`src/verilog/lvii_map.svh`:
```
// register map, field positions and fixed codes of the low-voltage indicator block
`ifndef LVII_MAP_SVH
`define LVII_MAP_SVH

// ==========================================================================
// bus geometry
`define LVII_AW          8
`define LVII_DW          32
`define LVII_IDX_LSB     2
`define LVII_IDX_MSB     7

// ==========================================================================
// options register: index, byte address is four times the index
`define LVII_OPT_INDEX   6'h0f

// ==========================================================================
// options register fields
`define LVII_BIT_FLAG    7
`define LVII_BIT_LEVEL   6
`define LVII_BIT_CLEAR   5
`define LVII_BIT_EN      4
`define LVII_BYTE_LANE   0

// ==========================================================================
// dedicated vector and bus answers
`define LVII_VEC_ADDR    16'h1ff6
`define LVII_VEC_NONE    16'h0000
`define LVII_RESP_OKAY   2'h0
`define LVII_RESP_SLVERR 2'h2
`define LVII_ZERO32      32'h0000_0000
`define LVII_ZERO8       8'h00

`endif

```
`src/verilog/lvii_pkg.sv`:
```
// types shared by the low-voltage indicator block
package lvii_pkg;

  // ==========================================================================
  // tracking states, one-hot
  typedef enum logic [1:0] {
    LVII_ST_POR = 2'b01,  // power-on: cpu held, first rise ignored
    LVII_ST_RUN = 2'b10   // normal: every edge may interrupt
  } lvii_state_type;

endpackage

```
`src/verilog/lvii_top.sv`:
```
// low-voltage indicator input, interrupt flag and axi4-lite options register
//
// Decided for this implementation: the AXI4-Lite slave port.
`timescale 1ns/1ps
`include "lvii_map.svh"

// Summary of operation
// - level bit shows the synchronised indicator pin, 1 high and 0 low.
// - low level with enable set raises an interrupt request to the processor.
// - the request carries its own dedicated vector address.
// - a valid indicator interrupt sets the readable flag.
// - flag clears on a written clear bit or on reset.
// - after power-on no interrupt, processor held until pin goes high.
// - no power-down interrupt before the pin is actually seen low.
// - low-to-high pin transition interrupts and wakes the processor.
// - recovery interrupt restarts the clock when the core was stopped.
// - pin is both a plain input and a two-edge interrupt input.
// - with enable, every edge interrupts except first power-on rise; else none.
// - clear bit is write-only, reads zero, writing 1 clears the flag.
module lvii_top (
  input  wire logic                clk_i,
  input  wire logic                srst_i,
  input  wire logic                por_i,
  input  wire logic                low_supply_indicator_pin_n_i,
  input  wire logic                stopped_i,
  output logic                     irq_o,
  output logic [15:0]              irq_vector_o,
  output logic                     cpu_hold_o,
  output logic                     wake_o,
  output logic                     clk_restart_o,
  input  wire logic [`LVII_AW-1:0] s_axi_awaddr_i,
  input  wire logic                s_axi_awvalid_i,
  output logic                     s_axi_awready_o,
  input  wire logic [`LVII_DW-1:0] s_axi_wdata_i,
  input  wire logic [3:0]          s_axi_wstrb_i,
  input  wire logic                s_axi_wvalid_i,
  output logic                     s_axi_wready_o,
  output logic [1:0]               s_axi_bresp_o,
  output logic                     s_axi_bvalid_o,
  input  wire logic                s_axi_bready_i,
  input  wire logic [`LVII_AW-1:0] s_axi_araddr_i,
  input  wire logic                s_axi_arvalid_i,
  output logic                     s_axi_arready_o,
  output logic [`LVII_DW-1:0]      s_axi_rdata_o,
  output logic [1:0]               s_axi_rresp_o,
  output logic                     s_axi_rvalid_o,
  input  wire logic                s_axi_rready_i
);

  // ==========================================================================
  // how the block hangs together
  // the indicator pin is asynchronous, so it passes two flops before any logic
  // looks at it; the level bit, the edge detector and the power-on tracker all
  // read the second flop only.
  // every pin transition is an event; an enabled event outside power-on sets the
  // flag, and the request to the processor is the flag gated by the enable.
  // power-on is left silently once the pin is seen high, so the first rise after
  // a power-on reset never interrupts when the pin was low during the reset.
  // a set from a new edge wins over a clear written in the same cycle, so an
  // edge arriving during the service routine is never lost.
  // the options register is the only mapped word; other addresses answer with
  // an error response and have no effect.

  // ==========================================================================
  // address decode shared by the write and read paths
  function automatic logic reg_hit(input logic [`LVII_AW-1:0] addr);
    reg_hit = (addr[`LVII_IDX_MSB:`LVII_IDX_LSB] == `LVII_OPT_INDEX);
  endfunction

  // ==========================================================================
  // state
  logic                        pin_meta;
  logic                        pin_sync;
  logic [1:0]                  sync_fill;
  logic                        lvl_prev;
  logic                        irq_en;
  logic                        irq_flag;
  lvii_pkg::lvii_state_type    state;
  logic                        aw_got;
  logic                        w_got;
  logic [`LVII_AW-1:0]         aw_addr;
  logic [`LVII_DW-1:0]         w_data;
  logic [3:0]                  w_strb;

  // ==========================================================================
  // pin synchroniser: only pin_sync is read by logic
  always_ff @(posedge clk_i) begin
    if (srst_i) begin
      pin_meta <= 1'b1;
      pin_sync <= 1'b1;
    end else begin
      pin_meta <= low_supply_indicator_pin_n_i;
      pin_sync <= pin_meta;
    end
  end

  // ==========================================================================
  // synchroniser fill tracker: pin_sync holds a real pin sample only from the
  // second edge after reset; without this the reset value of the flops would
  // look like a high pin and release the processor too early
  always_ff @(posedge clk_i) begin
    if (srst_i) begin
      sync_fill <= 2'h0;
    end else begin
      sync_fill <= {sync_fill[0], 1'b1};
    end
  end

  // high once pin_sync carries a true sample of the pin
  wire sync_full  = sync_fill[1];

  // ==========================================================================
  // edge detection and power-on tracking
  wire edge_seen  = (pin_sync != lvl_prev);
  wire rise_seen  = edge_seen & pin_sync;
  wire in_por     = (state == lvii_pkg::LVII_ST_POR);
  // only edges outside power-on count, and only when enabled
  wire edge_ev    = edge_seen & ~in_por & irq_en;
  wire wake_ev    = edge_ev & rise_seen;

  // leave power-on once the pin is seen high, without interrupting
  lvii_pkg::lvii_state_type next_state;
  assign next_state = (in_por & (~pin_sync | ~sync_full)) ? lvii_pkg::LVII_ST_POR
                                           : lvii_pkg::LVII_ST_RUN;

  always_ff @(posedge clk_i) begin
    if (srst_i) begin
      state    <= por_i ? lvii_pkg::LVII_ST_POR : lvii_pkg::LVII_ST_RUN;
      lvl_prev <= 1'b1;
    end else begin
      state    <= next_state;
      lvl_prev <= pin_sync;
    end
  end

  // ==========================================================================
  // axi4-lite write channel: address and data in either order
  wire aw_fire   = s_axi_awvalid_i & s_axi_awready_o;
  wire w_fire    = s_axi_wvalid_i & s_axi_wready_o;
  wire have_aw   = aw_got | aw_fire;
  wire have_w    = w_got | w_fire;
  wire wr_do     = have_aw & have_w;
  wire [`LVII_AW-1:0] wr_addr = aw_fire ? s_axi_awaddr_i : aw_addr;
  wire [`LVII_DW-1:0] wr_data = w_fire ? s_axi_wdata_i : w_data;
  wire [3:0]          wr_strb = w_fire ? s_axi_wstrb_i : w_strb;
  wire wr_hit    = reg_hit(wr_addr);
  wire wr_lane   = wr_do & wr_hit & wr_strb[`LVII_BYTE_LANE];
  wire next_bvalid   = wr_do | (s_axi_bvalid_o & ~s_axi_bready_i);
  wire next_aw_got   = have_aw & ~wr_do;
  wire next_w_got    = have_w & ~wr_do;
  wire next_awready  = ~next_aw_got & ~next_bvalid;
  wire next_wready   = ~next_w_got & ~next_bvalid;
  wire [1:0] next_bresp = wr_do ? (wr_hit ? `LVII_RESP_OKAY : `LVII_RESP_SLVERR)
                                : s_axi_bresp_o;

  // register-side effects of a write
  wire clear_wr  = wr_lane & wr_data[`LVII_BIT_CLEAR];
  wire next_en   = wr_lane ? wr_data[`LVII_BIT_EN] : irq_en;

  always_ff @(posedge clk_i) begin
    if (srst_i) begin
      aw_got          <= 1'b0;
      w_got           <= 1'b0;
      aw_addr         <= '0;
      w_data          <= `LVII_ZERO32;
      w_strb          <= 4'h0;
      s_axi_awready_o <= 1'b0;
      s_axi_wready_o  <= 1'b0;
      s_axi_bvalid_o  <= 1'b0;
      s_axi_bresp_o   <= `LVII_RESP_OKAY;
    end else begin
      aw_got          <= next_aw_got;
      w_got           <= next_w_got;
      aw_addr         <= aw_fire ? s_axi_awaddr_i : aw_addr;
      w_data          <= w_fire ? s_axi_wdata_i : w_data;
      w_strb          <= w_fire ? s_axi_wstrb_i : w_strb;
      s_axi_awready_o <= next_awready;
      s_axi_wready_o  <= next_wready;
      s_axi_bvalid_o  <= next_bvalid;
      s_axi_bresp_o   <= next_bresp;
    end
  end

  // ==========================================================================
  // enable bit and interrupt flag: a new edge wins over a clear
  wire next_flag = edge_ev | (irq_flag & ~clear_wr);

  always_ff @(posedge clk_i) begin
    if (srst_i) begin
      irq_en   <= 1'b0;
      irq_flag <= 1'b0;
    end else begin
      irq_en   <= next_en;
      irq_flag <= next_flag;
    end
  end

  // ==========================================================================
  // processor-side outputs
  wire next_irq = next_flag & next_en;

  always_ff @(posedge clk_i) begin
    if (srst_i) begin
      irq_o         <= 1'b0;
      irq_vector_o  <= `LVII_VEC_NONE;
      cpu_hold_o    <= 1'b1;
      wake_o        <= 1'b0;
      clk_restart_o <= 1'b0;
    end else begin
      irq_o         <= next_irq;
      irq_vector_o  <= next_irq ? `LVII_VEC_ADDR : `LVII_VEC_NONE;
      cpu_hold_o    <= (next_state == lvii_pkg::LVII_ST_POR);
      wake_o        <= wake_ev;
      clk_restart_o <= wake_ev & stopped_i;
    end
  end

  // ==========================================================================
  // axi4-lite read channel
  wire ar_fire     = s_axi_arvalid_i & s_axi_arready_o;
  wire rd_hit      = reg_hit(s_axi_araddr_i);
  wire next_rvalid = ar_fire | (s_axi_rvalid_o & ~s_axi_rready_i);
  wire next_arready = ~next_rvalid;
  // clear bit and mask-option bits always read as zero
  logic [7:0] opt_rd;
  always_comb begin
    opt_rd                  = `LVII_ZERO8;
    opt_rd[`LVII_BIT_FLAG]  = irq_flag;
    opt_rd[`LVII_BIT_LEVEL] = pin_sync;
    opt_rd[`LVII_BIT_EN]    = irq_en;
  end
  wire [`LVII_DW-1:0] next_rdata = !ar_fire ? s_axi_rdata_o
                                 : rd_hit ? {24'h00_0000, opt_rd} : `LVII_ZERO32;
  wire [1:0] next_rresp = !ar_fire ? s_axi_rresp_o
                        : rd_hit ? `LVII_RESP_OKAY : `LVII_RESP_SLVERR;

  always_ff @(posedge clk_i) begin
    if (srst_i) begin
      s_axi_arready_o <= 1'b0;
      s_axi_rvalid_o  <= 1'b0;
      s_axi_rdata_o   <= `LVII_ZERO32;
      s_axi_rresp_o   <= `LVII_RESP_OKAY;
    end else begin
      s_axi_arready_o <= next_arready;
      s_axi_rvalid_o  <= next_rvalid;
      s_axi_rdata_o   <= next_rdata;
      s_axi_rresp_o   <= next_rresp;
    end
  end
endmodule

```
`config.mk`:
```
export PLATFORM = sky130hd
export DESIGN_NAME = lvii_top
export DESIGN_NICKNAME = d
export VERILOG_FILES = /design/src/verilog/lvii_pkg.sv /design/src/verilog/lvii_top.sv
export VERILOG_INCLUDE_DIRS = /design/src /design/src/verilog
export SDC_FILE = /design/constraint.sdc
export NUM_CORES = 1
export LEC_CHECK = 0
export ABC_AREA = 1
export BUFFER_PORTS_ARGS = -buffer_cell sky130_fd_sc_hd__clkbuf_2
export CAP_MARGIN = 0
export CORE_MARGIN = 4
export CORE_UTILIZATION = 40
export CTS_CLUSTER_DIAMETER = 40
export DETAILED_ROUTE_END_ITERATION = 8
export HOLD_SLACK_MARGIN = 0.05
export PLACE_DENSITY = 0.8
export SYNTH_ARGS = -nofsm -noshare
export SYNTH_HDL_FRONTEND = slang
export SYNTH_SLANG_ARGS = --single-unit
```
`constraint.sdc`:
```
create_clock -name clk_i -period 1.76 [get_ports clk_i]
set_clock_uncertainty 0.1 [all_clocks]
set_input_delay 0.44 -clock clk_i [delete_from_list [all_inputs] [get_ports clk_i]]
set_output_delay 0.44 -clock clk_i [all_outputs]
set_load 0.005 [all_outputs]
```
# After elaboration in Yosys (flattened, before gate mapping)
# Cells that the tools add are included.
[op_classes] n_eq_ne=5 muxes=12 n_bitwise=38
[op_table] cell="bitwise AND 1 bit" n=21
[op_table] cell="two-way mux 8 bit" n=2
[op_table] cell="two-way mux 13 bit" n=1
[op_table] cell="equality test 6 x 4 -> 1 bit (second input constant)" n=2
[op_table] cell="NOT 1 bit" n=11
[op_table] cell="two-way mux 2 bit" n=5
[op_table] cell="two-way mux 6 bit" n=1
[op_table] cell="bitwise OR 1 bit" n=6
[op_table] cell="equality test 2 x 1 -> 1 bit (second input constant)" n=2
[op_table] cell="two-way mux 1 bit" n=3
[op_table] cell="!= test 1 bit" n=1
[totals] ff_bits=87 inputBits=62 out_inout_bits=61 elab_cells=83

# Depth between registers and ports, before layout
# Gate-level depths: netlist (run 1).
[logic_depth] word_depth=11 mapped_depth=9 ltp_nobuf=9

# Least setup slack after synthesis (run 1)
# OpenSTA, ideal clock, no wires.
[synth_path] kind="input -> register" startpoint="input s_axi_wvalid_i" endpoint="register irq_vector_o[11]" setup_ps=114 t_arrival_ps=1192 t_required_ps=1546 slack_ps=354 cell_stages=6 n_path_buf=0 cell_sequence="nand2_1 or2_2 o21ai_1 nand4_1 nand3_2 nor2_1"
[synth_between] elab_chain_cells=11 elab_cells_between_ends=14 classes_between="4 x mux; 10 x bitwise"
[synth_rtl] element="start, declared" line_no="lvii_top.sv:36" source="input wire logic s_axi_wvalid_i,"
[synth_rtl] element="bitwise AND 1 bit *" line_no="lvii_top.sv:139" source="wire w_fire = s_axi_wvalid_i & s_axi_wready_o;"
[synth_rtl] element="bitwise OR 1 bit" line_no="lvii_top.sv:141" source="wire have_w = w_got | w_fire;"
[synth_rtl] element="bitwise AND 1 bit" line_no="lvii_top.sv:142" source="wire wr_do = have_aw & have_w;"
[synth_rtl] element="bitwise AND 1 bit (2 in series)" line_no="lvii_top.sv:147" source="wire wr_lane = wr_do & wr_hit & wr_strb[`LVII_BYTE_LANE];"
[synth_rtl] element="bitwise AND 1 bit" line_no="lvii_top.sv:157" source="wire clear_wr = wr_lane & wr_data[`LVII_BIT_CLEAR];"
[synth_rtl] element="NOT 1 bit" line_no="lvii_top.sv:186" source="wire next_flag = edge_ev | (irq_flag & ~clear_wr);"
[synth_rtl] element="bitwise AND 1 bit" line_no="lvii_top.sv:186"
[synth_rtl] element="bitwise OR 1 bit" line_no="lvii_top.sv:186"
[synth_rtl] element="bitwise AND 1 bit *" line_no="lvii_top.sv:200" source="wire next_irq = next_flag & next_en;"
[synth_rtl] element="two-way mux 13 bit (no source line) *"
[synth_rtl] element="end signal, assigned" line_no="lvii_top.sv:205" source="irq_vector_o <= `LVII_VEC_NONE;"
[synth_rtl] element="end signal, assigned" line_no="lvii_top.sv:211" source="irq_vector_o <= next_irq ? `LVII_VEC_ADDR : `LVII_VEC_NONE;"
[synth_rtl] element="end, declared" line_no="lvii_top.sv:27" source="output logic [15:0] irq_vector_o,"
# Every way passes the cells marked *; elsewhere a longest branch is shown, timed or not.
# A chain may end at the register's enable or synchronous reset.

==> results of run 1 <==
[area by class of cell]
type	instances	share of cell area
sequential	34	0.379
tap	48	0.0334
timing repair buffer	50	0.141
inverter	25	0.0522
multi-input combinational	129	0.342
clock buffer	6	0.0459
clock inverter	2	0.00696
[synthesized netlist by cell type]
master and instances:
a21oi_2 1, nor3_1 3, nand2_2 2, nand2_1 29, ha_1 1, nor2_1 19
dfxtp_1 34, nor3b_1 1, o21ai_0 3, nand4_1 3, inv_1 25, o21ai_2 1
o21ai_1 3, a21oi_1 10, nor2_4 2, conb_1 1, nand3_2 3, nand2_4 3
or2_2 4, clkbuf_1 3, buf_4 47, nand3_1 5
[worst paths after layout]
path,endpoint,startpoint,depth (start not counted)
max,irq_vector_o[7],irq_vector_o[11]$_SDFF_PP0_,1
min reg2reg,sync_fill[1]$_SDFF_PP0_,sync_fill[0]$_DFF_P_,2
min,pin_meta$_SDFF_PP1_,low_supply_indicator_pin_n_i,2
max reg2reg,irq_vector_o[11]$_SDFF_PP0_,s_axi_wready_o$_SDFF_PP0_,6
[report_power, final]
group          internal [mW]  switching, mW  total (mW)
logic                 0.0666          0.113       0.179
clock network          0.314          0.281       0.595
registers              0.809         0.0173       0.827
[cell families after synthesis]
group                      share of synthesized area
AOI/OAI and AO/OA                             0.0601
adders and majority gates                    0.00771
buffers and inverters                          0.282
DFF                                            0.419
other                                        0.00231
and+or+nand+nor                                0.228
[state kept, by name, summed over array words and instances, names as in the netlist]
signal,cells
s_axi_rdata_o,3
s_axi_rvalid_o,1
irq_flag,1
pin_meta,1
s_axi_arready_o,1
w_strb,1
irq_en,1
s_axi_bresp_o,1
sync_fill,2
w_data,2
aw_addr,6
state,2
w_got,1
pin_sync,1
lvl_prev,1
s_axi_bvalid_o,1
cpu_hold_o,1
s_axi_rresp_o,1
aw_got,1
clk_restart_o,1
irq_vector_o,1
wake_o,1
s_axi_wready_o,1
s_axi_awready_o,1
[placed cells by master (no fill, tap or decap), types with 2 or more instances in the layout]
cell and instances:
nand4_1 3, nor2_1 19, nand2_2 2, clkbuf_8 6, nand3_1 5, a21oi_1 10
conb_1 36, nand2_1 29, nand2_4 3, nand3_2 3, clkbuf_2 49, nor2_4 2
inv_1 25, o21ai_1 3, o21ai_0 3, nor3_1 3, or2_2 4, dfxtp_1 34
[stage by stage]
step                      instances  setup slack, ns   util
after floorplan                 238            0.354      -
after global routing            294            0.156  0.473
after detailed placement        286            0.103  0.448
after CTS                       294            0.229  0.473
final                           294            0.262  0.473
after global placement          286            0.116  0.448
[metal layers]
layer	vias up	share of wire
met5	-	0
met4	0	0.021
met3	7	0.12
met2	58	0.43
met1	495	0.43
li1	620	-
==> results.toml, run 1 <==
[critical_path]
cpMaxStageDelayCell = "dfxtp_1"
startpoint_type = "register"
r2r_slack_ns = 0.27
cp.arrival_ns = 0.96
crit_path_max_fanout = 12
worstPathRequired_ns = 1.22
cp_num_buf_inv = 1
cp_cell_sequence = "clkbuf_2"
crit_family = "flip-flops"
crit_path_max_incr_delay_ns = 0.50
crit_path_end_kind = "output port"
path_class = "register to output port"

[cts]
clock-root-buffer = "clkbuf_8"
clkTransAtPathRegs_ns = 0.07
htree_levels = 2
clockBufferDepth = 2
cts_setup_buffers = 0
cts_hold_buf = 0
cts_resized = 0
cts-buffers-inserted = 5
cts.sinks = 34
cts_tree = "done"
clk_latency_ns = 0.29

[yosys]
synth_top_cells_by_area = "dfxtp_1, buf_4, nand2_1"
ys_seq_area_frac = 0.419
synth_top_area_frac = 0.419
synthesis.area_sq_um = 1620
ys_seq_elements = 34
yosysUniqueCellTypes = 22
synth.avg_cell_area_sq_um = 7.99
yosys_warnings = 0
syn_inst = 203
yosys.area.top_type = "dfxtp_1"

[detailed_routing]
drtIter0Drc = 19
drt_wl_total_mm = 2.74
drc = 0
num_vias = 1180
vias_per_cell = 4.01
first_pass_iters = 4
post_drt_wl_per_cell_um = 9.32
drtAntennaViolNets = 0

[cells_and_area]
multi_input_area_sq_um = 616
fin_area_sq_um = 1800
antennaDiodeCount = 0
drive_gt1_frac = 0.301
synthToLayoutAreaGrowth_pct = 10.8
n_fill_cell = 389
num-nets-final = 308
seq_area_sq_um = 681

[die]
die_x_um = 71.7
die_height_um = 71.7
io_pins = 123
fp-row-count = 22
start_util = 0.427
core_sq_um = 3800
dieArea_sq_um = 5140

[sta]
period_minus_slack_ns = 1.50
final_max_slew_viol_count = 0
rsz0062_at_grt = "no"
setup_tns_ns = 0
setup_violations = 0
fin_crit_sh = 0.851
whs_ns = 0.232
hold_viol = 0
fmax_mhz = 668

[grt]
grt_pass1_vias = 1015
overflow = 0
met3_usage = 0.0533
grt_max_degree = 16
grt_util_met2 = 0.173
grt_usage = 0.110
grt_antenna_before_repair = 0
grt_pass1_wl_mm = 4.37
use_met1 = 0.123
grt-busiest-layer = "met2"

[power]
leakagePower_nw = 0.969
total_power_mw = 1.60
p_per_area_nw_per_um2 = 891
vdd_drop_max_uv = 400

[hold_path]
hp-class = "input pin to register"

[place]
routabilityCongestion = 0.752
port_buffers = 49
dpl-instance-area_sq_um = 1700
place_hpwl_mm = 2.19

[status]
status = "finished, final reports clean"

[flow_run]
drv_cap = 0
(Power assumes the default switching activity.)
==> run 2, diff against run 1 <==
--- a/config.mk
+++ b/config.mk
@@ -7,14 +7,17 @@
 export NUM_CORES = 1
 export LEC_CHECK = 0
 export ABC_AREA = 1
+export ABC_CLOCK_PERIOD_IN_PS = 1760
 export BUFFER_PORTS_ARGS = -buffer_cell sky130_fd_sc_hd__clkbuf_2
 export CAP_MARGIN = 0
+export CELL_PAD_IN_SITES_DETAIL_PLACEMENT = 0
+export CELL_PAD_IN_SITES_GLOBAL_PLACEMENT = 1
 export CORE_MARGIN = 4
-export CORE_UTILIZATION = 40
+export CORE_UTILIZATION = 26
 export CTS_CLUSTER_DIAMETER = 40
 export DETAILED_ROUTE_END_ITERATION = 8
 export HOLD_SLACK_MARGIN = 0.05
-export PLACE_DENSITY = 0.8
+export PLACE_DENSITY_LB_ADDON = 0.1
 export SYNTH_ARGS = -nofsm -noshare
 export SYNTH_HDL_FRONTEND = slang
 export SYNTH_SLANG_ARGS = --single-unit
==> run 2 against run 1 <==
  * Sequential share of layout area fell by 1.1 points
  * Register-to-register slack got worse by 0.03 ns
  * Routed wire length rose by 12%
  * Sequential power barely moved
  * Via count fell by 2.5%
  * Hold slack improved by 0.0056 ns
==> results.toml, run 2 (synthesized netlist as in run 1, its figures left out) <==
[detailed_routing]
drt_wl_total_mm = 3.08
drtIter0Drc = 20
post_drt_wl_per_cell_um = 9.55
first_pass_iters = 4
drc = 0
drtAntennaViolNets = 0
vias_per_cell = 3.57
num_vias = 1151

[cts]
htree_levels = 2
clockBufferDepth = 2
cts-buffers-inserted = 5
clk_latency_ns = 0.28
cts_setup_buffers = 0
clkTransAtPathRegs_ns = 0.07
clock-root-buffer = "clkbuf_8"
cts_resized = 0
cts_hold_buf = 0
cts_tree = "done"
cts.sinks = 34

[critical_path]
crit_path_end_kind = "register"
cpMaxStageDelayCell = "dfxtp_1"
crit_path_max_incr_delay_ns = 0.48
cp_num_buf_inv = 0
startpoint_type = "register"
cp_cell_sequence = "nand2_4 > nand2_4 > nand3_2 > nor2_4 > nand4_1 > a21oi_2 > nor2_1"
cp.arrival_ns = 1.60
crit_path_max_fanout = 8
cp_common_cell = "nand2_4"
reg2reg_depth = 7
worstPathRequired_ns = 1.83
path_depth = 7
crit_family = "simple AND/OR/NAND/NOR gates"
path_class = "register to register"

[sta]
setup_violations = 0
hold_viol = 0
worst_slack_ns = 0.236
rsz0062_at_grt = "no"
fmax_mhz = 656
final_max_slew_viol_count = 0
setup_tns_ns = 0
period_minus_slack_ns = 1.52
fin_crit_sh = 0.866

[power]
swShare = 0.235
p_switching_mw = 0.399
vdd_drop_max_uv = 332
clock_power_share = 0.406
p_seq_frac = 0.487
p_per_area_nw_per_um2 = 919
leakagePower_nw = 0.979
p_comb_frac = 0.107
p_int_mw = 1.30

[hold_path]
hp-class = "input pin to register"
min_path_cells = 2

[cells_and_area]
antennaDiodeCount = 0
drive_gt1_frac = 0.296
mostFrequentLayoutCells = "clkbuf_2, conb_1, dfxtp_1"
post-route-util = 0.309
top_register = "aw_addr"
mostFrequentLayoutCell = "clkbuf_2"
fin_area_sq_um = 1850
synthToLayoutAreaGrowth_pct = 14.0
largest_reg_flops = 6
reg.largest.list = "aw_addr: 6 flops, s_axi_rdata_o: 3 flops"
num-nets-final = 309

[die]
io_pins = 123
dieArea_sq_um = 7570
core_sq_um = 5990
die_x_um = 87.0
start_util = 0.271
fp-row-count = 28
die_height_um = 87.0

[grt]
grt_usage = 0.0849
overflow = 0
grt_pass1_vias = 1078
grt_max_degree = 14
grt_pass1_wl_mm = 4.80
grt_antenna_before_repair = 0

[place]
routabilityCongestion = 0.654
dpl-instance-area_sq_um = 1740
port_buffers = 49
place_hpwl_mm = 2.49
place_worst_setup_slack_ns = 0.0461

[flow_run]
drv_cap = 0

[status]
status = "finished, final reports clean"
==> run 2: worst register-to-register path, cell delays in order, from the launching register on <==
cell and delay, ns:
dfxtp_1 0.48, nand2_4 0.15, nand2_4 0.11, nand3_2 0.09, nor2_4 0.14, nand4_1 0.13, a21oi_2 0.16, nor2_1 0.05
==> run 2: final cells by class <==
| type | count | area, sq um |
|---|---|---|
| clock buffers | 7 | 76.3 |
| multi-input cells | 129 | 616 |
| well taps | 75 | 93.8 |
| clock inverters | 1 | 30.0 |
| inverters | 25 | 93.8 |
| fillers | 667 | 4140 |
| repair buffers | 51 | 260 |
| flip-flops and latches | 34 | 681 |
==> run 2: power groups by stage <==
stage               clock network [mW]  logic (mW)  registers [mW]
floorplan                            0       0.173           0.843
global placement                     0       0.184           0.845
detailed placement                   0       0.184           0.845
CTS                              0.718       0.185           0.828
global route                     0.748       0.216           0.833
finish                           0.691       0.182           0.828
==> run 2: stage by stage <==
| stage | hold WS [ns] | total power [mW] | instances |
|---|---|---|---|
| after floorplan | 0.288 | 1.02 | 238 |
| after global routing | 0.233 | 1.80 | 322 |
| after detailed placement | 0.293 | 1.03 | 314 |
| final | 0.238 | 1.70 | 322 |
| after CTS | 0.229 | 1.73 | 322 |
| after global placement | 0.293 | 1.03 | 314 |
==> run 2: routing by layer <==
metal / GRT usage / wire length, um
met1: 0.0969 / 1320
met4: 0.0510 / 74
met3: 0.0341 / 334
met2: 0.133 / 1340
met5: 0 / 0
==> run 2: worst paths after layout <==
| path | startpoint | to | slack [ns] |
|---|---|---|---|
| max reg2reg | s_axi_awready_o$_SDFF_PP0_ | irq_vector_o[11]$_SDFF_PP0_ | 0.24 |
| min | low_supply_indicator_pin_n_i | pin_meta$_SDFF_PP1_ | 0.24 |
| max | s_axi_awready_o$_SDFF_PP0_ | irq_vector_o[11]$_SDFF_PP0_ | 0.24 |
| min reg2reg | sync_fill[0]$_DFF_P_ | sync_fill[1]$_SDFF_PP0_ | 0.30 |
